<file path="src/rtl/fear_pkg_dummy_placeholder.sv">
// Empty file kept out of the build; intentionally holds no design content.

</file>
<file path="src/rtl/fear_pkg.sv">
// Package with constants, register map and carrier types for the functional alternate request block.
//
// Summary of operation
// - A disabled functional event raises a fallback-mode or interrupt request instead of reset.
// - Supervisor or test mode may read and write the selection register.
// - User mode outside test mode may only read the selection register; its writes are ignored.
// - Disabled external reset: selection 0 gives fallback request, 1 gives interrupt.
// - Disabled flash fatal error: selection 0 gives fallback request, 1 gives interrupt.
// - Disabled 4.5 V low voltage: selection 0 gives fallback request, 1 gives interrupt.
// - Disabled clock out of range: selection 0 gives fallback request, 1 gives interrupt.
// - Disabled oscillator too slow: selection 0 gives fallback request, 1 gives interrupt.
// - Disabled PLL failure: selection 0 gives fallback request, 1 gives interrupt.
// - Disabled checkstop: selection 0 gives fallback request, 1 gives interrupt.
// - Disabled software reset: selection 0 gives fallback request, 1 gives interrupt.
// - Disabled debug core reset: selection 0 gives fallback request, 1 gives interrupt.
// - Disabled scan port reset: selection 0 gives fallback request, 1 gives interrupt.
// - Oscillator-too-slow interrupt is held while system clock runs from the failed crystal.
// - That held interrupt is issued once the crystal oscillator recovers.
// - Disable bit 0 starts a reset sequence; 1 gives the alternate request.
package fear_pkg;

  localparam int NUM_SOURCES = 10;
  localparam int SEL_WIDTH = 16;

  // Source indices, also the bit positions in every register of the block.
  localparam int SRC_EXTERNAL_RESET = 0;
  localparam int SRC_NVM_FATAL = 1;
  localparam int SRC_LOW_VOLTAGE_HIGH_RAIL = 2;
  localparam int SRC_CLOCK_OUT_OF_RANGE = 3;
  localparam int SRC_OSC_TOO_SLOW = 4;
  localparam int SRC_PLL_FAIL = 5;
  localparam int SRC_CHECKSTOP = 6;
  localparam int SRC_SOFTWARE_RESET = 7;
  localparam int SRC_DEBUG_CORE_RESET = 8;
  localparam int SRC_SCAN_PORT_RESET = 9;

  // Byte addresses on the APB.
  localparam logic [7:0] ADDR_ALT_SELECT = 8'h00;
  localparam logic [7:0] ADDR_RESET_DISABLE = 8'h04;
  localparam logic [7:0] ADDR_EVENT_STATUS = 8'h08;

  localparam logic [SEL_WIDTH-1:0] ALT_SELECT_RESET = 16'h0000;
  localparam logic [SEL_WIDTH-1:0] RESET_DISABLE_RESET = 16'h0000;
  localparam logic [SEL_WIDTH-1:0] EVENT_STATUS_RESET = 16'h0000;

  // Selection bit values.
  localparam logic SEL_FALLBACK = 1'b0;
  localparam logic SEL_INTERRUPT = 1'b1;

  // One set of per-source request pulses toward the outside.
  typedef struct packed {
    logic [NUM_SOURCES-1:0] reset_seq;
    logic [NUM_SOURCES-1:0] fallback;
    logic [NUM_SOURCES-1:0] interrupt;
  } alt_req_t;

  // Clock-source condition seen by the oscillator-too-slow path.
  typedef struct packed {
    logic sysclk_from_crystal;
    logic crystal_failed;
  } clk_status_t;

endpackage

</file>
<file path="src/rtl/functional_event_alt_request.sv">
// Routes functional events to reset, fallback-mode or interrupt requests, with an APB register file.
//
// Implementation choices: the APB register port and the placing of the registers.
`timescale 1ns/100ps
module functional_event_alt_request
  import fear_pkg::*;
(
  input wire logic pclk,
  input wire logic presetn,
  input wire logic psel,
  input wire logic penable,
  input wire logic pwrite,
  input wire logic [7:0] paddr,
  input wire logic [31:0] pwdata,
  input wire logic [2:0] pprot,
  input wire logic test_mode,
  input wire logic [NUM_SOURCES-1:0] event_in,
  input wire clk_status_t clk_status,
  output logic pready,
  output logic pslverr,
  output logic [31:0] prdata,
  output alt_req_t alt_req,
  output logic fallback_mode_req,
  output logic system_irq_req
);

  typedef struct packed {
    logic [NUM_SOURCES-1:0] ev_s1;
    logic [NUM_SOURCES-1:0] ev_s2;
    logic [NUM_SOURCES-1:0] ev_s3;
    logic [NUM_SOURCES-1:0] ev_level;
    logic [1:0] clk_s1;
    logic [1:0] clk_s2;
    logic [1:0] clk_s3;
    logic [1:0] clk_level;
    logic [SEL_WIDTH-1:0] alt_select;
    logic [SEL_WIDTH-1:0] reset_disable;
    logic [SEL_WIDTH-1:0] event_status;
    logic osc_irq_held;
    alt_req_t req;
    logic fallback_any;
    logic irq_any;
    logic ready;
    logic slverr;
    logic [31:0] rdata;
  } state_t;

  state_t state_reg;
  state_t state_next;

  logic [NUM_SOURCES-1:0] ev_captured;
  logic crystal_stalled;
  logic osc_irq_fire;
  logic access_allowed;
  logic bus_write;
  logic [SEL_WIDTH-1:0] wdata16;
  alt_req_t req_now;

  always_comb begin
    // A rise on a pin counts once the second and third stages agree at 1.
    ev_captured = state_reg.ev_s2 & state_reg.ev_s3 & ~state_reg.ev_level;
    // Bit 1 of the clock status is the clock-from-crystal flag, bit 0 the failure flag.
    crystal_stalled = state_reg.clk_level[1] & state_reg.clk_level[0];
    access_allowed = pprot[0] | test_mode;
    bus_write = psel & penable & pwrite & state_reg.ready;
    wdata16 = pwdata[SEL_WIDTH-1:0];
    req_now = '0;
    osc_irq_fire = 1'b0;
    for (int i = 0; i < NUM_SOURCES; i++) begin
      if (ev_captured[i]) begin
        if (!state_reg.reset_disable[i]) begin
          req_now.reset_seq[i] = 1'b1;
        end else if (state_reg.alt_select[i] == SEL_FALLBACK) begin
          req_now.fallback[i] = 1'b1;
        end else if (i != SRC_OSC_TOO_SLOW || !crystal_stalled) begin
          req_now.interrupt[i] = 1'b1;
        end
      end
    end
    // The oscillator interrupt waits while the system clock hangs on the failed crystal.
    if (state_reg.osc_irq_held && !crystal_stalled) begin
      req_now.interrupt[SRC_OSC_TOO_SLOW] = 1'b1;
      osc_irq_fire = 1'b1;
    end
  end

  always_comb begin
    state_next = state_reg;
    state_next.ev_s1 = event_in;
    state_next.ev_s2 = state_reg.ev_s1;
    state_next.ev_s3 = state_reg.ev_s2;
    for (int i = 0; i < NUM_SOURCES; i++) begin
      if (state_reg.ev_s2[i] == state_reg.ev_s3[i]) begin
        state_next.ev_level[i] = state_reg.ev_s3[i];
      end
    end
    state_next.clk_s1 = clk_status;
    state_next.clk_s2 = state_reg.clk_s1;
    state_next.clk_s3 = state_reg.clk_s2;
    for (int i = 0; i < 2; i++) begin
      if (state_reg.clk_s2[i] == state_reg.clk_s3[i]) begin
        state_next.clk_level[i] = state_reg.clk_s3[i];
      end
    end

    // Requests appear in the cycle after the event is captured.
    state_next.req = req_now;
    state_next.fallback_any = |req_now.fallback;
    state_next.irq_any = |req_now.interrupt;

    if (osc_irq_fire) begin
      state_next.osc_irq_held = 1'b0;
    end
    // Only a stalled clock parks the oscillator interrupt; otherwise it leaves with the capture.
    if (ev_captured[SRC_OSC_TOO_SLOW] && state_reg.reset_disable[SRC_OSC_TOO_SLOW] && crystal_stalled &&
        state_reg.alt_select[SRC_OSC_TOO_SLOW] == SEL_INTERRUPT) begin
      state_next.osc_irq_held = 1'b1;
    end

    // Register writes; outside test mode, user-mode writes leave the configuration unchanged.
    if (bus_write && access_allowed) begin
      if (paddr == ADDR_ALT_SELECT) begin
        state_next.alt_select = wdata16;
        state_next.alt_select[SEL_WIDTH-1:NUM_SOURCES] = '0;
      end else if (paddr == ADDR_RESET_DISABLE) begin
        state_next.reset_disable = wdata16;
        state_next.reset_disable[SEL_WIDTH-1:NUM_SOURCES] = '0;
      end else if (paddr == ADDR_EVENT_STATUS) begin
        state_next.event_status = state_reg.event_status & ~wdata16;
      end
    end
    // A new event sets its status bit even when a clear lands in the same cycle.
    state_next.event_status[NUM_SOURCES-1:0] = state_next.event_status[NUM_SOURCES-1:0] | ev_captured;

    // APB: answer in the first access cycle, with read data prepared during setup.
    state_next.ready = 1'b0;
    state_next.slverr = 1'b0;
    if (psel && !penable) begin
      state_next.ready = 1'b1;
      state_next.rdata = '0;
      if (paddr == ADDR_ALT_SELECT) begin
        state_next.rdata[SEL_WIDTH-1:0] = state_reg.alt_select;
      end else if (paddr == ADDR_RESET_DISABLE) begin
        state_next.rdata[SEL_WIDTH-1:0] = state_reg.reset_disable;
      end else if (paddr == ADDR_EVENT_STATUS) begin
        state_next.rdata[SEL_WIDTH-1:0] = state_reg.event_status;
      end else begin
        state_next.slverr = 1'b1;
      end
    end else if (psel && penable && !state_reg.ready) begin
      state_next.ready = 1'b1;
    end
  end

  always_ff @(posedge pclk or negedge presetn) begin
    if (!presetn) begin
      state_reg <= '0;
      state_reg.alt_select <= ALT_SELECT_RESET;
      state_reg.reset_disable <= RESET_DISABLE_RESET;
      state_reg.event_status <= EVENT_STATUS_RESET;
    end else begin
      state_reg <= state_next;
    end
  end

  assign pready = state_reg.ready;
  assign pslverr = state_reg.slverr;
  assign prdata = state_reg.rdata;
  assign alt_req = state_reg.req;
  assign fallback_mode_req = state_reg.fallback_any;
  assign system_irq_req = state_reg.irq_any;

endmodule

</file>
<file path="config.mk">
export PLATFORM = sky130hd
export DESIGN_NAME = functional_event_alt_request
export DESIGN_NICKNAME = d
export VERILOG_FILES = /design/src/rtl/fear_pkg_dummy_placeholder.sv /design/src/rtl/fear_pkg.sv /design/src/rtl/functional_event_alt_request.sv
export SDC_FILE = /design/constraint.sdc
export NUM_CORES = 1
export LEC_CHECK = 0
export ABC_AREA = 1
export BUFFER_PORTS_ARGS = -buffer_cell sky130_fd_sc_hd__buf_2
export CAP_MARGIN = 40
export CORE_ASPECT_RATIO = 1.5
export CORE_MARGIN = 5
export CORE_UTILIZATION = 58
export CTS_CLUSTER_DIAMETER = 40
export DETAILED_ROUTE_END_ITERATION = 6
export PLACE_DENSITY = 0.87
export RECOVER_POWER = 50
export SETUP_SLACK_MARGIN = 0.5
export SLEW_MARGIN = 20
export SYNTH_ARGS = -nofsm -noshare
export SYNTH_HDL_FRONTEND = slang
export SYNTH_SLANG_ARGS = --single-unit
</file>
<file path="constraint.sdc">
create_clock -name pclk -period 2.8 [get_ports pclk]
set_input_delay 0.42 -clock pclk [delete_from_list [all_inputs] [get_ports pclk]]
set_output_delay 0.42 -clock pclk [all_outputs]
set_load 0.01 [all_outputs]
</file>
==> flow_metrics.py, run 1 <==
metrics = {
    "sta": {
        "grt_setup_unrepaired": "false",
        "finalSetupTns_ns": 0,
        "setup_violations": 0,
        "finalCritPeriodShare_pct": 69.6,
        "drv_slew": 0,
        "hold_violations": 0,
        "skew_ns": 0.00832,
        "layout_setup_ws_ns": 0.852,
        "fmax_ghz": 0.513,
        "relSlewSlack_pct": 16.2,
        "hold_ws_ns": 0.109,
        "fin_crit_ns": 1.95,
        "worst_slew_pin_slew_ns": 1.25,
    },
    "clock_tree": {
        "cts_setup_buffers": 0,
        "cts_htree_levels": 4,
        "clockBufferDepth": 2,
        "cts_sinks": 135,
        "cts_tree": "yes",
        "cts_resized": 0,
        "cts_inserted_buffers": 17,
        "clkLatencyLatePin_ns": 0.42,
        "cts.clk_slew.worst_paths_ns": 0.06,
        "cts-root-buf": "clkbuf_16",
        "holdBufCountCts": 1,
    },
    "floorplanning": {
        "start_util_pct": 59.4,
        "die-area_um2": 12100,
        "core_um2": 9740,
        "row_count": 44,
        "fp.dieW_um": 91.6,
        "ios": 127,
        "die_height_um": 132,
    },
    "hold_path": {
        "hp-start": "event_in[4]",
        "hp-class": "in -> reg",
        "hold_path_depth": 1,
        "whs_endpoint": "state_next[147]$_DFF_PN0_",
    },
    "global_routing": {
        "track_usage_pct": 20.6,
        "first_global_vias": 3986,
        "antenna_found_initial": 0,
        "grt_max_degree": 59,
        "grt_first_pass_wirelength_um": 19300,
        "grt-ovfl-total": 0,
    },
    "detailed_routing": {
        "wl_per_cell_um": 16.1,
        "drtIter0Drc": 421,
        "vias": 3887,
        "drtAntennaViolNets": 0,
        "routed_wl_um": 11800,
        "firstDrtPassIters": 5,
        "drc": 0,
        "via_per_inst": 5.32,
    },
    "run_status": {
        "status": "complete, no violations",
    },
    "place": {
        "hpwl_um": 7960,
        "place_congestion": 0.832,
        "post-place-ws_ns": 0.962,
        "port_buffers": 92,
    },
    "critical_path": {
        "r2r_cells": 7,
        "critPathMaxStageDelay_ns": 0.97,
        "worst-path-buf-inv": 3,
        "r2r_slack_ns": 1.22,
        "path_cells": "clkbuf_1, inv_1, nand2_1, nor2_1, nand2_8, clkinv_8, nand3_1, nand2_1, nand2_1",
        "crit_family": "simple AND/OR/NAND/NOR gates",
        "crit_type": "in -> reg",
        "cpMostUsedCell": "nand2_1",
        "required_ns": 3.09,
        "rr_startpoint": "state_reg[138]$_DFF_PN0_",
        "critical_path.endpoint_type": "flip-flop",
        "critPathSlowestCell": "nor2_1",
        "regToRegEndpoint": "system_irq_req$_DFF_PN0_",
        "critPathMaxFanout": 16,
        "start_kind": "input pin",
        "arrival_ns": 2.24,
    },
    "power": {
        "total_power_uw": 4400,
        "ir_worst_vdd_mv": 0.509,
        "p_leak_uw": 0.00352,
        "powerDensity_nw_per_um2": 683,
    },
    "finish": {
        "largest_register_ffs": 61,
        "nets": 674,
        "n_antenna_cell": 0,
        "final_core_util_pct": 66.1,
        "area_delta_synth_final_pct": 11.2,
        "drive_gt1_share_pct": 29.2,
    },
    "yosys": {
        "synth_largest_area_cell": "dfrtp_1",
        "ys_ff_latch": 135,
        "ys_warn_count": 0,
        "synth_area_leaders": "dfrtp_1, buf_4, nand2_1",
        "netlist_area_um2": 5790,
        "syn_avg_cell_area_um2": 10.6,
        "syn_inst": 548,
        "synth_top_area_share_pct": 58.4,
        "synth_cell_types": 32,
        "seq_area_frac_synth_pct": 58.4,
    },
    "flow_run": {
        "cap_violations": 0,
    },
}
[worst reg2reg max path, cell delays in order, from the launching register on]
cell and delay, ns:
dfrtp_1 0.39, ha_1 0.23, nand2_1 0.13, nor2_1 0.08, nor2_1 0.13, nand2_1 0.07
nor3_1 0.32, nand2_1 0.09
[area by class of cell]
cell class / count / area [um2]
Sequential cell: 135 / 3380
Fill cell: 702 / 3310
Multi-Input combinational cell: 293 / 1590
Timing Repair Buffer: 96 / 509
Clock buffer: 18 / 439
Inverter: 60 / 240
Tap cell: 115 / 144
Clock inverter: 14 / 134
[where the power goes]
part	internal (uW)	switching, uW	total [uW]
combinational	76.2	156	232
sequential	2020	27.4	2040
clock	1320	800	2120
total	3410	983	4400
[cell usage in the layout (no fill, tap or decap), types with 2 or more instances in the layout]
| master | count |
|---|---|
| a21oi_1 | 18 |
| a31oi_1 | 6 |
| buf_2 | 89 |
| buf_4 | 2 |
| bufinv_16 | 2 |
| clkbuf_1 | 2 |
| clkbuf_16 | 17 |
| clkinv_2 | 8 |
| clkinv_4 | 3 |
| conb_1 | 16 |
| dfrtp_1 | 135 |
| ha_1 | 10 |
| inv_1 | 56 |
| inv_2 | 2 |
| maj3_1 | 2 |
| mux2_2 | 3 |
| nand2_1 | 89 |
| nand2_2 | 15 |
| nand2_4 | 2 |
| nand3_1 | 48 |
| nand4_1 | 5 |
| nor2_1 | 41 |
| nor2_2 | 3 |
| nor3_1 | 3 |
| o21ai_2 | 21 |
| o31ai_1 | 4 |
| o31ai_2 | 2 |
[routing by layer]
layer | global-route usage, % | part of all wire (%)
met2 | 35.3 | 54
met5 | 0 | 0
met1 | 22.8 | 36
met4 | 11.1 | 2.9
met3 | 6.17 | 7.4
[stage by stage]
stage	instances	instance area, um2
after floorplan	563	5850
after global placement	698	5890
after detailed placement	698	5890
after CTS	731	6470
after global routing	731	6440
final	731	6440
[how the worst max path moves through the flow]
stage	start	to	slack [ns]	depth (start not counted)
floorplan	paddr[5]	state_reg[101]$_DFFE_PN0P_	1.56	7
global placement	paddr[5]	state_reg[101]$_DFFE_PN0P_	1.01	7
detailed placement	paddr[7]	state_reg[105]$_DFFE_PN0P_	0.96	7
CTS	state_reg[138]$_DFF_PN0_	system_irq_req$_DFF_PN0_	1.24	7
global route	paddr[0]	state_reg[76]$_DFF_PN0_	0.75	9
finish	paddr[0]	state_reg[71]$_DFF_PN0_	0.85	9
[logic make-up after synthesis]
group	Yosys count	synth area share, %
flops	135	58.4
fa+ha+maj	12	2.51
buf+inv	135	14.5
other cells	1	0.0648
simple gates	211	17.7
compound gates	51	6.33
mux	3	0.583
[synthesized netlist by cell type]
cell type / number
conb_1: 1
buf_2: 1
nor3_1: 3
o31ai_2: 2
inv_4: 1
nor2_2: 3
nand2_8: 1
nor2_1: 40
nor3_4: 1
buf_6: 8
inv_1: 56
ha_1: 10
nand2_2: 15
o21ai_2: 21
nand3_1: 44
buf_4: 64
nand3_2: 5
nor2_4: 2
nor2_8: 1
a21oi_1: 18
buf_12: 1
nand4_1: 5
maj3_1: 2
inv_2: 2
a31oi_1: 6
dfrtp_1: 135
clkbuf_1: 1
o31ai_1: 4
nand2_4: 3
mux2_2: 3
nand2_1: 88
clkinv_8: 1
(Power assumes the default switching activity.)
==> run 2, diff against run 1 <==
CORE_UTILIZATION = 54   (was 58)
PLACE_DENSITY = 0.82   (was 0.87)
clock period = 1.9 ns   (was 2.8 ns; I/O delays follow)
==> run 2 against run 1 <==
  * Flip-flop and latch count unchanged
  * Sequential share of layout area decreased by 2.6 points
  * Non-clock buffer count rose by 19
  * Setup slack lost 0.44 ns
  * Register-to-register slack got worse by 0.73 ns
  * Largest cell class unchanged
==> flow_metrics.py, run 2 (same netlist as run 1, synthesis figures left out) <==
metrics = {
    "run_status": {
        "status": "complete, no violations",
    },
    "critical_path": {
        "rr_startpoint": "state_reg[135]$_DFF_PN0_",
        "endpoint": "state_reg[105]$_DFFE_PN0P_",
        "regToRegEndpoint": "system_irq_req$_DFF_PN0_",
        "required_ns": 2.19,
        "start_kind": "input pin",
        "critPathSlowestCell": "nor2_1",
        "r2r_cells": 7,
        "critical_path.endpoint_type": "flip-flop",
        "crit_type": "in -> reg",
        "startpoint": "paddr[5]",
        "critPathMaxStageDelay_ns": 0.49,
        "path_cells": "buf_2, nor2_1, nand2_1, nor2_1, nand2_4, nand2_1, o21ai_2",
        "crit_family": "simple AND/OR/NAND/NOR gates",
        "path_depth": 7,
        "worst-path-buf-inv": 1,
        "critPathMaxFanout": 20,
        "arrival_ns": 1.78,
        "r2r_slack_ns": 0.49,
    },
    "global_routing": {
        "antenna_found_initial": 0,
        "grt-ovfl-total": 0,
        "track_usage_pct": 20.4,
        "first_global_vias": 4110,
        "grt_first_pass_wirelength_um": 19800,
        "grt_max_degree": 52,
    },
    "sta": {
        "worst_slew_pin_slew_ns": 0.620,
        "grt_setup_unrepaired": "true",
        "finalCritPeriodShare_pct": 78.6,
        "fin_crit_ns": 1.49,
        "relSlewSlack_pct": 58.7,
        "finalSetupTns_ns": 0,
        "drv_slew": 0,
        "skew_ns": 0.00764,
        "setup_violations": 0,
        "fmax_ghz": 0.670,
        "hold_violations": 0,
    },
    "power": {
        "comb_power_share_pct": 5.1,
        "p_int_uw": 5710,
        "clkPwrFrac_pct": 52.9,
        "p_sw_share_pct": 20.5,
        "p_seq_share_pct": 42.0,
        "ir_worst_vdd_mv": 0.671,
        "p_leak_uw": 0.00365,
        "powerDensity_nw_per_um2": 1060,
        "switchingPower_uw": 1470,
    },
    "floorplanning": {
        "fp.dieW_um": 94.5,
        "start_util_pct": 55.0,
        "die_height_um": 137,
        "core_um2": 10500,
        "row_count": 46,
        "die-area_um2": 12900,
        "ios": 127,
    },
    "detailed_routing": {
        "wl_per_cell_um": 15.6,
        "firstDrtPassIters": 5,
        "routed_wl_um": 12100,
        "via_per_inst": 5.06,
        "drtIter0Drc": 310,
        "vias": 3944,
        "drtAntennaViolNets": 0,
        "drc": 0,
    },
    "finish": {
        "fill_cells": 793,
        "mostFrequentLayoutCell": "dfrtp_1",
        "area_delta_synth_final_pct": 16.9,
        "drive_gt1_share_pct": 29.9,
        "n_antenna_cell": 0,
        "nets": 693,
        "layout_common_cells": "dfrtp_1, nand2_1, buf_2, inv_1, nand3_1",
        "largest_register_ffs": 61,
        "stdcell_area_um2": 6770,
    },
    "place": {
        "port_buffers": 92,
        "dpl-instance-area_um2": 5970,
        "hpwl_um": 8160,
        "place_congestion": 0.844,
    },
    "clock_tree": {
        "cts_htree_levels": 4,
        "clkLatencyLatePin_ns": 0.41,
        "cts_sinks": 135,
        "cts_inserted_buffers": 17,
        "cts.clk_slew.worst_paths_ns": 0.06,
        "cts_tree": "yes",
        "cts-root-buf": "clkbuf_16",
        "clockBufferDepth": 2,
    },
    "flow_run": {
        "cap_violations": 0,
    },
    "hold_path": {
        "hp-class": "in -> reg",
    },
}
## run 2: cell types whose count changed in the layout (fill, tap and decap cells not counted), sizes merged
cell,delta
dlygate4sd3,+12
clkbuf,+4
bufinv,+4
clkinvlp,+2
inv,+1
buf,+6
clkinv,-10
## run 2: through the flow
stage,hold slack (ns),instances,setup slack [ns],power [uW],utilization [%]
3_5_place_dp,0.263,733,0.426,3410,56.7
6_report,0.0679,779,0.407,7180,64.2
2_1_floorplan,-0.0106,563,0.768,3280,-
5_1_grt,0.0608,779,0.304,7410,64.2
3_3_place_gp,0.256,733,0.455,3390,56.7
4_1_cts,0.0573,779,0.502,7230,64.9
## run 2: cell type report
cell class	instances	area [um2]	area share, %
Multi-Input combinational cell	293	1600	23.7
Sequential cell	135	3380	49.9
Inverter	60	240	3.55
Clock buffer	21	480	7.10
Timing Repair Buffer	115	667	9.86
Tap cell	144	180	2.66
Clock inverter	11	216	3.20
## run 2: repair_timing
action | CTS | global route
resized for setup | 9 | 0
pin swaps | 3 | 2
buffers inserted | 1 | 0
hold buffers | 13 | 0
setup endpoints to repair | 1 | 3
hold endpoints to repair | 59 | 0
## run 2: worst min-delay path by stage
stage / cells past startpoint / start / slack (ns) / to
after floorplan: 0 / presetn / -0.01 / alt_req[0]$_DFF_PN0_
after global placement: 1 / presetn / 0.26 / state_next[144]$_DFF_PN0_
after detailed placement: 1 / presetn / 0.26 / state_next[144]$_DFF_PN0_
after CTS: 2 / pwdata[15] / 0.06 / state_reg[82]$_DFFE_PN0P_
after global routing: 2 / pwdata[15] / 0.06 / state_reg[82]$_DFFE_PN0P_
final: 2 / pwdata[12] / 0.07 / state_reg[79]$_DFFE_PN0P_
## run 2: per-layer routing
layer  up-vias  GRT usage, %  wire length [um]
met5         -             0                 0
met4         0          8.43               379
met3        36          7.15               849
met2       149          36.2              6540
met1      1941          22.0              4380
li1       1818             -                 -
## run 2: power by group through the flow
stage,clock network [uW],registers [uW],logic [uW]
final,3800,3010,368
after CTS,3820,3020,386
after global routing,3970,3020,419
after floorplan,0,3050,224
after global placement,0,3060,336
after detailed placement,0,3060,350
## run 2: worst reg2reg max path, cell delays in order (launching register included)
cell and delay, ns:
dfrtp_1 0.39, ha_1 0.22, nand2_1 0.11, nor2_1 0.08
nor2_1 0.13, nand2_1 0.08, nor3_2 0.17, nand2_1 0.11
==> run 3, diff against run 2 <==
ABC_AREA = 0   (was 1)
CORE_UTILIZATION = 53   (was 54)
clock period = 1.4 ns   (was 1.9 ns; I/O delays follow)
==> run 3 against run 2 <==
  * The flow now finishes with violations (setup timing)
  * Sequential power rose by 39%
  * Global-route usage rose by 1.8 points
  * Utilization rose by 12 points
  * First-iteration DRC count rose by 11%
  * Critical path depth fell by 2
  * Clock skew rose by 0.00059 ns
  * Non-clock buffer count rose by 51
  * Synthesized area fell by 5.4%
  * Register-to-register slack got worse by 0.62 ns
  * Clock power rose by 8.9%
  * Die area fell by 3.3%
  * Synthesized cell count fell by 24%
  * Largest power group is now registers
==> flow_metrics.py, run 3 <==
metrics = {
    "global_routing": {
        "grt-ovfl-total": 0,
        "antenna_found_initial": 0,
        "grt_first_pass_wirelength_um": 21100,
        "track_usage_pct": 22.2,
        "first_global_vias": 4086,
        "grt_max_degree": 39,
    },
    "finish": {
        "drive_gt1_share_pct": 51.3,
        "area_delta_synth_final_pct": 40.5,
        "final_core_util_pct": 76.0,
        "layout_common_cells": "dfrtp_1, buf_2, buf_4, buf_6, mux2_4",
        "stdcell_area_um2": 7700,
        "nets": 616,
        "n_antenna_cell": 0,
        "fill_cells": 515,
        "layoutNonFillerInstCount": 675,
        "mostFrequentLayoutCell": "dfrtp_1",
        "largest_register_ffs": 61,
    },
    "sta": {
        "finalSetupTns_ns": -0.176,
        "fmax_ghz": 0.653,
        "worst_slew_pin_slew_ns": 0.978,
        "hold_violations": 0,
        "skew_ns": 0.00824,
        "hold_ws_ns": 0.0348,
        "drv_slew": 0,
        "grt_setup_unrepaired": "true",
        "finalCritPeriodShare_pct": 109,
        "relSlewSlack_pct": 34.8,
        "layout_setup_ws_ns": -0.132,
        "fin_crit_ns": 1.53,
        "setup_violations": 2,
    },
    "detailed_routing": {
        "drtIter0Drc": 343,
        "via_per_inst": 5.76,
        "drc": 0,
        "drtAntennaViolNets": 0,
        "firstDrtPassIters": 5,
        "routed_wl_um": 15400,
        "wl_per_cell_um": 22.9,
        "vias": 3886,
    },
    "clock_tree": {
        "cts.clk_slew.worst_paths_ns": 0.06,
        "clkLatencyLatePin_ns": 0.41,
        "cts_htree_levels": 4,
        "cts_inserted_buffers": 17,
        "cts-root-buf": "clkbuf_16",
        "cts_tree": "yes",
        "cts_sinks": 135,
        "clockBufferDepth": 2,
    },
    "critical_path": {
        "rr_startpoint": "state_reg[139]$_DFF_PN0_",
        "r2r_cells": 5,
        "critical_path.endpoint_type": "flip-flop",
        "required_ns": 1.64,
        "path_depth": 5,
        "arrival_ns": 1.78,
        "regToRegEndpoint": "system_irq_req$_DFF_PN0_",
        "critPathMaxStageDelay_ns": 0.41,
        "path_cells": "ha_4, and4b_1, nor3_2, buf_4, nand4_1",
        "r2r_slack_ns": -0.13,
        "critPathMaxFanout": 3,
        "start_kind": "flip-flop",
        "crit_family": "simple AND/OR/NAND/NOR gates",
        "worst-path-buf-inv": 1,
        "critPathSlowestCell": "dfrtp_1",
        "crit_type": "reg -> reg",
    },
    "yosys": {
        "synth_top_area_share_pct": 61.7,
        "synth_cell_types": 36,
        "synth-edff-count": 0,
        "netlist_area_um2": 5480,
        "synth_area_leaders": "dfrtp_1, buf_4, mux2_2",
        "syn_avg_cell_area_um2": 13.2,
        "synthFlopType": "dfrtp_1",
        "yosys-top-cells-count": "dfrtp_1, buf_4, mux2_2, nand2_1, nor2_1",
        "synth_largest_area_cell": "dfrtp_1",
        "synthArstFlopShare_pct": 100,
        "ys_ff_latch": 135,
        "ys_warn_count": 0,
        "yosysMostFrequentCell": "dfrtp_1",
        "seq_area_frac_synth_pct": 61.7,
        "syn_inst": 414,
    },
    "run_status": {
        "violations": "setup timing",
        "status": "finished with violations",
    },
    "power": {
        "p_seq_share_pct": 45.9,
        "switchingPower_uw": 2080,
        "comb_power_share_pct": 8.6,
        "p_leak_uw": 0.00375,
        "ir_worst_vdd_mv": 0.796,
        "p_int_uw": 7010,
        "powerDensity_nw_per_um2": 1180,
        "clkPwrFrac_pct": 45.6,
        "p_sw_share_pct": 22.9,
    },
    "place": {
        "dp.cells": 593,
        "place_congestion": 0.813,
        "port_buffers": 92,
        "dpl-instance-area_um2": 6020,
        "hpwl_um": 8020,
    },
    "floorplanning": {
        "start_util_pct": 54.1,
        "core_um2": 10100,
        "row_count": 45,
        "fp.dieW_um": 93.0,
        "die-area_um2": 12500,
        "ios": 127,
        "die_height_um": 135,
    },
    "hold_path": {
        "hp-start": "pwdata[8]",
        "whs_endpoint": "state_reg[75]$_DFF_PN0_",
        "hold_path_depth": 2,
        "hp-class": "in -> reg",
    },
    "flow_run": {
        "cap_violations": 0,
    },
}
[run 3: cell types whose count changed after synthesis, moves of 10 or more]
cell and delta:
inv_1 -45, o21ai_2 -21, o22ai_1 +10, a32o_1 +10
nand2_1 -74, nand3b_1 +10, nor2b_1 +12, nand3_1 -43
nor2_1 -26, mux2_2 +27, nor4bb_1 +10, a21oi_1 -17
nand2b_1 +11, nand2_2 -15
[run 3: cells by family (layout without fill, tap and decap cells)]
logic type	Yosys count	in the layout	synth area share (%)
flip-flops	135	135	61.7
AND/OR/NAND/NOR	107	109	13.5
buffers and inverters	82	209	9.91
AO/OA/AOI/OAI	47	47	6.07
multiplexers	30	30	6.17
adder cells (fa/ha/maj)	12	12	2.65
other	1	16	0.0684
[run 3: worst max-delay path by stage]
stage | from | end | slack [ns]
after detailed placement | paddr[6] | prdata[4]$_DFFE_PN0P_ | -0.16
after global placement | paddr[4] | state_reg[92]$_DFFE_PN0P_ | -0.13
final | state_reg[139]$_DFF_PN0_ | system_irq_req$_DFF_PN0_ | -0.13
after floorplan | paddr[7] | prdata[0]$_DFFE_PN0P_ | -0.02
after global routing | state_reg[141]$_DFF_PN0_ | system_irq_req$_DFF_PN0_ | -0.13
after CTS | state_next[142]$_DFF_PN0_ | fallback_mode_req$_DFF_PN0_ | 0.01
[run 3: layout make-up]
type                            instances  area, um2  share of cell area [%]
Sequential cell                       135       3380                    43.9
Multi-Input combinational cell        214       2330                    30.2
Timing Repair Buffer                  166       1250                    16.2
Clock buffer                           22        474                    6.16
Tap cell                              117        146                    1.90
Clock inverter                         10       77.6                    1.01
Inverter                               11       41.3                   0.536
[run 3: metrics by stage]
| stage | setup WS [ns] | total power [uW] |
|---|---|---|
| final | -0.132 | 9090 |
| after global placement | -0.126 | 4690 |
| after CTS | 0.0102 | 8960 |
| after global routing | -0.135 | 9360 |
| after floorplan | -0.0181 | 4500 |
| after detailed placement | -0.157 | 4730 |
[run 3: per-layer routing]
layer / vias up / share of wire, % / wire length (um) / track usage (%)
li1: 1659 / - / - / -
met1: 1975 / 36 / 5540 / 25.4
met2: 201 / 52 / 8080 / 39.3
met3: 51 / 6.6 / 1020 / 4.85
met4: 0 / 5.2 / 801 / 10.2
met5: - / 0 / 0 / 0
[run 3: what timing repair did]
action	4_1_cts	5_1_grt
buffers inserted	18	11
endpoints found under the hold margin	48	0
pin swaps	17	15
gates resized for setup	64	78
gates cloned	2	0
endpoints found under the setup margin	131	172
hold buffers	19	0
[run 3: power by group through the flow]
stage | clock [uW] | combinational [uW] | sequential, uW
3_5_place_dp | 0 | 534 | 4190
2_1_floorplan | 0 | 326 | 4170
4_1_cts | 4130 | 672 | 4160
6_report | 4140 | 778 | 4170
5_1_grt | 4340 | 839 | 4180
3_3_place_gp | 0 | 510 | 4180
[run 3: worst reg2reg max path, stage by stage (launching register included)]
cell and delay, ns:
dfrtp_1 0.41, ha_4 0.18, and4b_1 0.23, nor3_2 0.21, buf_4 0.17, nand4_1 0.17
